$ cat src/rtl/umsb_regs.vh
`ifndef UMSB_REGS_VH
`define UMSB_REGS_VH
// modem status bit positions
`define UMSB_MS_DCTS      0
`define UMSB_MS_DDSR      1
`define UMSB_MS_RING_TRAILING_EDGE_FLAG      2
`define UMSB_MS_DDCD      3
`define UMSB_MS_CTS       4
`define UMSB_MS_DSR       5
`define UMSB_MS_RI        6
`define UMSB_MS_DCD       7
// modem control bit positions
`define UMSB_MC_DTR       0
`define UMSB_MC_RTS       1
`define UMSB_MC_OUT_ONE   2
`define UMSB_MC_OUT_TWO   3
`define UMSB_MC_LOOP      4
// reset values
`define UMSB_MS_DELTA_RST 4'h0
`define UMSB_MC_RST       5'h00
`define UMSB_DIV_RST      16'h0001
`define UMSB_DIV_LO_RST   8'h01
`define UMSB_DIV_HI_RST   8'h00
`define UMSB_FLAG_RST     1'b0
`define UMSB_PIN_IDLE     4'hf
// reference clock ceiling for the divider, hertz
`define UMSB_REF_MAX_HZ   8000000
`define UMSB_OVERSAMPLE   16
`endif

$ cat src/rtl/umsb_baud_div.v
`timescale 1ns/10ps
module umsb_baud_div #(
  parameter integer W = 16
) (
  // clock and reset
  input  wire         i_ref_clk,
  input  wire         i_rst,
  // divisor control
  input  wire [W-1:0] i_divisor,
  input  wire         i_load,
  // 16x sample enable
  output reg          o_tick
);
  reg [W-1:0] cnt_q;

  // zero divisor is treated as one so the enable never stalls
  always @(posedge i_ref_clk or posedge i_rst)
  begin
    if (i_rst)
    begin
      cnt_q  <= {W{1'b0}};
      o_tick <= 1'b0;
    end
    else if (i_load)
    begin
      cnt_q  <= i_divisor;
      o_tick <= 1'b0;
    end
    else if (cnt_q <= {{(W-1){1'b0}}, 1'b1})
    begin
      cnt_q  <= i_divisor;
      o_tick <= 1'b1;
    end
    else
    begin
      cnt_q  <= cnt_q - {{(W-1){1'b0}}, 1'b1};
      o_tick <= 1'b0;
    end
  end
endmodule

$ cat src/rtl/umsb_modem_status.v
`timescale 1ns/10ps
`include "umsb_regs.vh"
module umsb_modem_status #(
  parameter integer DIV_W = 16
) (
  // clock and reset
  input  wire       i_ref_clk,
  input  wire       i_rst,
  // cpu side
  input  wire       i_status_rd,
  input  wire       i_ctrl_wr,
  input  wire [4:0] i_ctrl_wdata,
  input  wire       i_div_lo_wr,
  input  wire       i_div_hi_wr,
  input  wire [7:0] i_div_wdata,
  input  wire       i_modem_irq_enable,
  output reg  [7:0] o_modem_line_status,
  output wire [4:0] o_modem_control_reg,
  output wire [15:0] o_divisor,
  output wire       o_modem_irq,
  // modem pins, active low
  input  wire       i_cts_n,
  input  wire       i_dsr_n,
  input  wire       i_ri_n,
  input  wire       i_dcd_n,
  output wire       o_dtr_n,
  output wire       o_rts_n,
  output wire       o_aux_output_one_n,
  output wire       o_aux_output_two_n,
  // baud enable
  output wire       o_sample_tick
);
  reg  [3:0] pin_s1_q;
  reg  [3:0] pin_s2_q;
  reg  [3:0] prev_q;
  wire [3:0] delta_q;
  reg        flag_cts_q;
  reg        flag_dsr_q;
  reg        flag_ri_q;
  reg        flag_dcd_q;
  reg        pend_cts_q;
  reg        pend_dsr_q;
  reg        pend_ri_q;
  reg        pend_dcd_q;
  reg  [3:0] pin_out_q;
  reg  [4:0] ctrl_q;
  reg  [7:0] div_lo_q;
  reg  [7:0] div_hi_q;
  reg        rd_q;
  reg        primed_q;
  reg  [3:0] cur;
  wire       loop_mode_enable;
  wire       chg_cts;
  wire       chg_dsr;
  wire       chg_ri;
  wire       chg_dcd;
  wire       rd_end;

  assign loop_mode_enable    = ctrl_q[`UMSB_MC_LOOP];
  assign o_modem_control_reg = ctrl_q;
  assign o_divisor           = {div_hi_q, div_lo_q};
  // pins held inactive while looped back; registered so they cannot glitch
  always @(posedge i_ref_clk or posedge i_rst)
  begin
    if (i_rst)
    begin
      pin_out_q <= `UMSB_PIN_IDLE;
    end
    else
    begin
      pin_out_q[0] <= loop_mode_enable | ~ctrl_q[`UMSB_MC_DTR];
      pin_out_q[1] <= loop_mode_enable | ~ctrl_q[`UMSB_MC_RTS];
      pin_out_q[2] <= loop_mode_enable | ~ctrl_q[`UMSB_MC_OUT_ONE];
      pin_out_q[3] <= loop_mode_enable | ~ctrl_q[`UMSB_MC_OUT_TWO];
    end
  end
  assign o_dtr_n            = pin_out_q[0];
  assign o_rts_n            = pin_out_q[1];
  assign o_aux_output_one_n = pin_out_q[2];
  assign o_aux_output_two_n = pin_out_q[3];

  // pins arrive asynchronously: two flops before use
  always @(posedge i_ref_clk or posedge i_rst)
  begin
    if (i_rst)
    begin
      pin_s1_q <= 4'hf;
      pin_s2_q <= 4'hf;
    end
    else
    begin
      pin_s1_q <= {i_dcd_n, i_ri_n, i_dsr_n, i_cts_n};
      pin_s2_q <= pin_s1_q;
    end
  end

  // active-high source order: cts, dsr, ri, dcd
  always @*
  begin
    if (loop_mode_enable)
    begin
      cur = {ctrl_q[`UMSB_MC_OUT_TWO], ctrl_q[`UMSB_MC_OUT_ONE],
             ctrl_q[`UMSB_MC_DTR], ctrl_q[`UMSB_MC_RTS]};
    end
    else
    begin
      cur = ~pin_s2_q;
    end
  end

  // first sample after reset has no history, so it raises nothing
  assign chg_cts = primed_q & (prev_q[0] ^ cur[0]);
  assign chg_dsr = primed_q & (prev_q[1] ^ cur[1]);
  // ri counts only the trailing edge of the ring, active level going away
  assign chg_ri  = primed_q & prev_q[2] & ~cur[2];
  assign chg_dcd = primed_q & (prev_q[3] ^ cur[3]);
  assign rd_end = rd_q & ~i_status_rd;

  // history of the selected source and of the read strobe
  always @(posedge i_ref_clk or posedge i_rst)
  begin
    if (i_rst)
    begin
      prev_q   <= 4'h0;
      primed_q <= 1'b0;
      rd_q     <= 1'b0;
    end
    else
    begin
      prev_q   <= cur;
      primed_q <= 1'b1;
      rd_q     <= i_status_rd;
    end
  end

  // flags hold steady while the cpu samples them; changes wait as pending, then set only flags that were clear
  always @(posedge i_ref_clk or posedge i_rst)
  begin
    if (i_rst)
    begin
      flag_cts_q <= `UMSB_FLAG_RST;
      pend_cts_q <= `UMSB_FLAG_RST;
    end
    else if (i_status_rd)
    begin
      pend_cts_q <= pend_cts_q | chg_cts;
    end
    else if (rd_end)
    begin
      flag_cts_q <= (pend_cts_q | chg_cts) & ~flag_cts_q;
      pend_cts_q <= `UMSB_FLAG_RST;
    end
    else
    begin
      flag_cts_q <= flag_cts_q | chg_cts;
    end
  end

  always @(posedge i_ref_clk or posedge i_rst)
  begin
    if (i_rst)
    begin
      flag_dsr_q <= `UMSB_FLAG_RST;
      pend_dsr_q <= `UMSB_FLAG_RST;
    end
    else if (i_status_rd)
    begin
      pend_dsr_q <= pend_dsr_q | chg_dsr;
    end
    else if (rd_end)
    begin
      flag_dsr_q <= (pend_dsr_q | chg_dsr) & ~flag_dsr_q;
      pend_dsr_q <= `UMSB_FLAG_RST;
    end
    else
    begin
      flag_dsr_q <= flag_dsr_q | chg_dsr;
    end
  end

  always @(posedge i_ref_clk or posedge i_rst)
  begin
    if (i_rst)
    begin
      flag_ri_q <= `UMSB_FLAG_RST;
      pend_ri_q <= `UMSB_FLAG_RST;
    end
    else if (i_status_rd)
    begin
      pend_ri_q <= pend_ri_q | chg_ri;
    end
    else if (rd_end)
    begin
      flag_ri_q <= (pend_ri_q | chg_ri) & ~flag_ri_q;
      pend_ri_q <= `UMSB_FLAG_RST;
    end
    else
    begin
      flag_ri_q <= flag_ri_q | chg_ri;
    end
  end

  always @(posedge i_ref_clk or posedge i_rst)
  begin
    if (i_rst)
    begin
      flag_dcd_q <= `UMSB_FLAG_RST;
      pend_dcd_q <= `UMSB_FLAG_RST;
    end
    else if (i_status_rd)
    begin
      pend_dcd_q <= pend_dcd_q | chg_dcd;
    end
    else if (rd_end)
    begin
      flag_dcd_q <= (pend_dcd_q | chg_dcd) & ~flag_dcd_q;
      pend_dcd_q <= `UMSB_FLAG_RST;
    end
    else
    begin
      flag_dcd_q <= flag_dcd_q | chg_dcd;
    end
  end

  assign delta_q = {flag_dcd_q, flag_ri_q, flag_dsr_q, flag_cts_q};

  // line half from the selected source, flag half from registers
  always @*
  begin
    o_modem_line_status = 8'h00;
    o_modem_line_status[`UMSB_MS_DCTS] = flag_cts_q;
    o_modem_line_status[`UMSB_MS_DDSR] = flag_dsr_q;
    o_modem_line_status[`UMSB_MS_RING_TRAILING_EDGE_FLAG] = flag_ri_q;
    o_modem_line_status[`UMSB_MS_DDCD] = flag_dcd_q;
    o_modem_line_status[`UMSB_MS_CTS]  = cur[0];
    o_modem_line_status[`UMSB_MS_DSR]  = cur[1];
    o_modem_line_status[`UMSB_MS_RI]   = cur[2];
    o_modem_line_status[`UMSB_MS_DCD]  = cur[3];
  end

  assign o_modem_irq = i_modem_irq_enable & (|delta_q);

  always @(posedge i_ref_clk or posedge i_rst)
  begin
    if (i_rst)
    begin
      ctrl_q <= `UMSB_MC_RST;
    end
    else if (i_ctrl_wr)
    begin
      ctrl_q <= i_ctrl_wdata;
    end
  end

  // latches start at a divisor of one so the enable runs from reset
  always @(posedge i_ref_clk or posedge i_rst)
  begin
    if (i_rst)
    begin
      div_lo_q <= `UMSB_DIV_LO_RST;
      div_hi_q <= `UMSB_DIV_HI_RST;
    end
    else
    begin
      if (i_div_lo_wr)
      begin
        div_lo_q <= i_div_wdata;
      end
      if (i_div_hi_wr)
      begin
        div_hi_q <= i_div_wdata;
      end
    end
  end

  // reload uses latched value next cycle, so delay the load one edge
  reg div_ld_q;
  always @(posedge i_ref_clk or posedge i_rst)
  begin
    if (i_rst)
    begin
      div_ld_q <= 1'b0;
    end
    else
    begin
      div_ld_q <= i_div_lo_wr | i_div_hi_wr;
    end
  end

  umsb_baud_div #(
    .W (DIV_W)
  ) umsb_baud_div_inst (
    .i_ref_clk (i_ref_clk),
    .i_rst     (i_rst),
    .i_divisor (o_divisor),
    .i_load    (div_ld_q),
    .o_tick    (o_sample_tick)
  );
endmodule

$ cat config.mk
export PLATFORM = sky130hd
export DESIGN_NAME = umsb_modem_status
export DESIGN_NICKNAME = d
export VERILOG_FILES = /design/src/rtl/umsb_baud_div.v /design/src/rtl/umsb_modem_status.v
export VERILOG_INCLUDE_DIRS = /design/src /design/src/rtl
export SDC_FILE = /design/constraint.sdc
export NUM_CORES = 1
export LEC_CHECK = 0
export ABC_CLOCK_PERIOD_IN_PS = 4900
export BUFFER_PORTS_ARGS = -buffer_cell sky130_fd_sc_hd__buf_2
export CAP_MARGIN = 20
export CORE_MARGIN = 3
export CORE_UTILIZATION = 46
export DETAILED_ROUTE_END_ITERATION = 10
export PLACE_DENSITY = 0.78
export SETUP_SLACK_MARGIN = 0.15
export SYNTH_ARGS = -nofsm -noshare
export SYNTH_HDL_FRONTEND = slang
export SYNTH_SLANG_ARGS = --single-unit
$ cat constraint.sdc
create_clock -name i_ref_clk -period 4.9 [get_ports i_ref_clk]
set_input_delay 0.49 -clock i_ref_clk [delete_from_list [all_inputs] [get_ports i_ref_clk]]
set_output_delay 0.49 -clock i_ref_clk [all_outputs]
set_load 0.01 [all_outputs]
### Yosys cells after proc, flatten, opt, wreduce, memory -nomap -nowiden

Index checks and enable logic that the tools add are counted.

| cells by class | value |
|---|---|
| bitwise gates (word level) | 38 |
| reduce and logical (&&, ||, !) cells | 2 |
| order comparisons | 1 |
| $add $sub $neg | 1 |
| mux-type cells | 14 |

Operators with widths:

| operator | number |
|---|---|
| $mux W16 | 2 |
| $le A16 B1 Y1 const B | 1 |
| $sub A16 B1 Y16 const B | 1 |
| $or A1 B1 Y1 | 13 |
| $and A1 B1 Y1 | 11 |
| $mux W1 | 11 |
| $not A1 Y1 | 10 |
| $mux W4 | 1 |
| $not A4 Y4 | 1 |
| $reduce_or A4 Y1 | 1 |
| $xor A1 B1 Y1 | 3 |
| $reduce_bool A2 Y1 | 1 |

| word-level totals | value |
|---|---|
| logic and storage cells | 76 |
| register bits after elaboration | 65 |
| input bits | 24 |
| output and inout bits | 35 |

### Longest topological paths before layout

| logic depth | value |
|---|---|
| word-level depth | 7 |
| gate-level depth with buffers | 8 |
| mapped depth without buffers | 7 |

### By module

A second synthesis with hierarchy kept.

| second synthesis, totals | value |
|---|---|
| cell total of the unflattened synthesis | 230 |
| area total of the unflattened synthesis | 2788.9 µm² |

Modules (own cells, without submodules):

| module | cells an instance | instances | sequential area each (µm²) | area each (µm²) |
|---|---|---|---|---|
| umsb_modem_status | 135 | 1 | 1217.4 | 1864.3 |
| umsb_baud_div | 95 | 1 | 425.4 | 924.6 |

### Least setup slack after synthesis

OpenSTA, ideal clock, no wires.

| path | value |
|---|---|
| path kind | reg-to-reg |
| start | register ctrl_q[4] (netlist: o_modem_control_reg[4]) |
| end | register flag_cts_q |
| path buffers | 1 |
| stages on the path, launching flop included | 6 |
| required time | 4.805 ns |
| period minus slack after synthesis | 1.638 ns |
| slack | 3.262 ns |
| library setup time | 0.095 ns |
| data arrival time | 1.542 ns |
| cell sequence | dfrtp_1 > clkbuf_1 > mux2i_1 > xor2_1 > a22oi_1 > o31ai_1 |

| on the way | value |
|---|---|
| cells in the longest elaborated chain, start to end | 6 |
| elaborated cells on any way between the ends | 7 |
| those cells by class | 2 x mux; 5 x bitwise |

RTL lines:

| what | RTL line | text |
|---|---|---|
| start: declaration | umsb_modem_status.v:46 | `reg [4:0] ctrl_q;` |
| start signal: assignment | umsb_modem_status.v:247 | `` ctrl_q <= `UMSB_MC_RST; `` |
| start signal: assignment | umsb_modem_status.v:251 | `ctrl_q <= i_ctrl_wdata;` |
| $mux W4 (*) | umsb_modem_status.v:100 | `if (loop_mode_enable)` |
| named net o_modem_line_status[4] | umsb_modem_status.v:17 | `output reg [7:0] o_modem_line_status,` |
| $xor A1 B1 Y1 (*) | umsb_modem_status.v:112 | `assign chg_cts = primed_q & (prev_q[0] ^ cur[0]);` |
| $and A1 B1 Y1 (*) | umsb_modem_status.v:112 |  |
| $or A1 B1 Y1 | umsb_modem_status.v:150 | `flag_cts_q <= (pend_cts_q \| chg_cts) & ~flag_cts_q;` |
| $and A1 B1 Y1 | umsb_modem_status.v:150 |  |
| $mux W1 (*) | umsb_modem_status.v:148 | `else if (rd_end)` |
| end signal: assignment | umsb_modem_status.v:141 | `` flag_cts_q <= `UMSB_FLAG_RST; `` |
| end signal: assignment | umsb_modem_status.v:150 |  |
| end signal: assignment | umsb_modem_status.v:155 | `flag_cts_q <= flag_cts_q \| chg_cts;` |
| end: declaration | umsb_modem_status.v:37 | `reg flag_cts_q;` |

The timed path passes the listed nets; every way through them passes the cells marked *.
A chain may end at the register's enable or synchronous reset.

### Worst setup path after layout

| path | value |
|---|---|
| start | register ctrl_q[4] (netlist: o_modem_control_reg[4]) |
| end | output port o_modem_line_status[7] |

| on the way | value |
|---|---|
| cells in the longest elaborated chain, start to end | 1 |

RTL lines:

| what | RTL line |
|---|---|
| $mux W4 | umsb_modem_status.v:100 |
| end: declaration | umsb_modem_status.v:17 |

Every way passes these cells.

==> results.py <==
metrics = {
    "critical_path": {
        "crit_path_cell_trace": "mux2i_1 > buf_2",
        "cp_slowest_cell": "dfrtp_1",
        "startpoint_type": "flop",
        "cp_num_buf_inv": 1,
        "cp_top_family": "flip-flops",
        "worstPathRequired_ps": 4410,
        "critical_path.max_stage_delay_ps": 540,
        "end_kind": "primary output",
        "crit_type": "reg2out",
        "cp_max_fo": 10,
        "arrival_ps": 1450,
    },
    "clock_network": {
        "cts_root_buf": "clkbuf_8",
        "clk_pin_slew_ps": 60,
        "htreeDepth": 3,
        "postCtsHoldBufs": 0,
        "clockBufferDepth": 2,
        "cts_buffers": 9,
        "postCtsResizedCells": 0,
        "clk_latency_ps": 330,
        "cts_sinks": 65,
        "postCtsSetupBuffers": 0,
        "cts_tree": "built",
    },
    "timing": {
        "rsz0062_at_grt": "false",
        "fin_setup_tns_ps": 0,
        "finalHoldViolCount": 0,
        "timing.final.crit_period_ps": 1940,
        "maxSlewViolCount": 0,
        "worst_pin_slew_ps": 787,
        "max_slew_margin_pct": 47.6,
        "setup-violations-final": 0,
        "post-route-period-util_pct": 39.6,
        "postLayoutSetupSlackWorst_ps": 2960,
        "fmax_mhz": 515,
        "clock_skew_ps": 7.40,
    },
    "placement": {
        "post-place-ws_ps": 3050,
        "io_buffer_count": 58,
        "dpl.hpwl_microns": 3430,
        "place_congestion": 0.813,
    },
    "floorplan": {
        "num_rows": 27,
        "dieArea_sq_um": 6770,
        "core_sq_um": 5570,
        "initial_core_util_pct": 48.0,
        "die_w_microns": 82.3,
        "ios": 59,
        "die_y_microns": 82.3,
    },
    "global_route": {
        "antenna_found_initial": 0,
        "grt_max_degree": 66,
        "grt_pass1_wl_microns": 8090,
        "grt_pass1_vias": 1717,
        "grt_use_total_pct": 16.2,
        "grt-ovfl-total": 0,
    },
    "synth": {
        "synth_seq_cells": 65,
        "yosys-top-cells-count": "dfrtp_1, nor2_1, a21oi_1",
        "synth_area_leaders": "dfrtp_1, dfstp_2, mux2_2, nor2_1, a21oi_1",
        "synth-edff-count": 0,
        "async_reset_ff_share_pct": 100,
        "seq_area_frac_synth_pct": 61.4,
        "synth.avg_cell_area_sq_um": 11.8,
        "synth_largest_area_cell": "dfrtp_1",
        "synth_nets": 253,
        "yosysUniqueCellTypes": 34,
        "syn_area_sq_um": 2680,
        "synth_cells": 227,
        "ys_warn_count": 0,
        "synth_top_area_share_pct": 48.6,
        "synth.most_common_cell": "dfrtp_1",
        "synthFlopType": "dfrtp_1",
    },
    "routing": {
        "wl_per_cell_microns": 13.5,
        "drt_pass1_iterations": 4,
        "via_count": 1824,
        "via_per_inst": 5.02,
        "antenna_left": 0,
        "wirelength_microns": 4900,
        "drtIter0Drc": 95,
        "drc_errors": 0,
    },
    "layout": {
        "area_delta_synth_final_pct": 20.8,
        "num_antenna_cells": 0,
        "final_layout_size_suffix_gt1_share_pct": 39.2,
        "largest_reg_flops": 16,
        "largest_register": "umsb_baud_div_inst.cnt_q",
        "top_regs": "umsb_baud_div_inst.cnt_q x16, div_hi_q x8, div_lo_q x8",
        "layout.nets": 312,
    },
    "power_and_ir_drop": {
        "power.total_w": 0.00134,
        "p_leak_nw": 1.47,
        "vdd_drop_max_mv": 0.256,
        "power_per_cell_area_nw_per_um2": 415,
    },
    "hold_path": {
        "min-delay-path-class": "in2reg",
    },
    "outcome": {
        "status": "finished, final reports clean",
    },
    "flow_run": {
        "maxCapViolations": 0,
    },
}
## power by group
part / internal (W) / switching, W
clock network: 0.000300 / 0.000197
registers: 0.000603 / 0.0000539
logic: 0.0000881 / 0.000100
## stage by stage
step	std cells	hold slack [ps]	util [%]	area, sq um
final	363	255	58.0	3230
after detailed placement	347	347	54.0	3010
after global placement	347	346	54.0	3010
after CTS	363	239	58.0	3230
after floorplan	227	345	-	2680
after global routing	363	234	58.0	3230
## kinds of logic (layout without fill, tap and decap cells)
kind of cell             count (synthesis)  count (layout)  synth area share (%)
multiplexers                            21              21                  8.65
other                                    1               1                 0.140
AND/OR/NAND/NOR                         64              64                  11.6
buffers and inverters                   20              84                  3.51
adder cells (fa/ha/maj)                  2               2                 0.935
AO/OA/AOI/OAI                           39              39                  8.84
XOR/XNOR                                15              15                  4.91
flip-flops                              65              65                  61.4
## placed cells by master, fill, tap and decap left out, drive strengths merged, types with 5 or more instances in the layout
cell type and count:
dfstp 13, nor2 31, dfrtp 52, mux2 17
clkbuf 11, nand2b 5, buf 60, a21oi 24
o31ai 5, nand2 14, inv 8, xnor2 5
xor2 10
## worst paths after layout
kind	slack, ps	endpoint	from	cells after the start
worst min-delay path	260	pin_s1_q[1]	i_dsr_n	1
worst max-delay path	2960	o_modem_line_status[7]	o_modem_control_reg[4]	2
worst min register to register	360	pin_s2_q[0]	pin_s1_q[0]	0
max in group asynchronous	4010	o_modem_control_reg[1]	i_rst	3
min in group asynchronous	370	umsb_baud_div_inst.cnt_q[7]	i_rst	3
worst max register to register	3040	umsb_baud_div_inst.cnt_q[3]	umsb_baud_div_inst.cnt_q[0]	8
## routing by layer
layer	global-route usage, %	vias to the layer above	wire (microns)
met5	0	-	0
met4	7.14	0	84
met3	4.77	8	222
met2	23.2	45	2280
met1	22.8	886	2310
li1	-	885	-
## final cells by class
class,count,area (sq um)
clock buffers,11,141
clock inverters,5,78.8
fillers,470,2340
inverters,8,30.0
multi-input cells,142,942
flip-flops and latches,65,1640
well taps,72,90.1
repair buffers,60,305
Power figures use the tool's default switching activity.
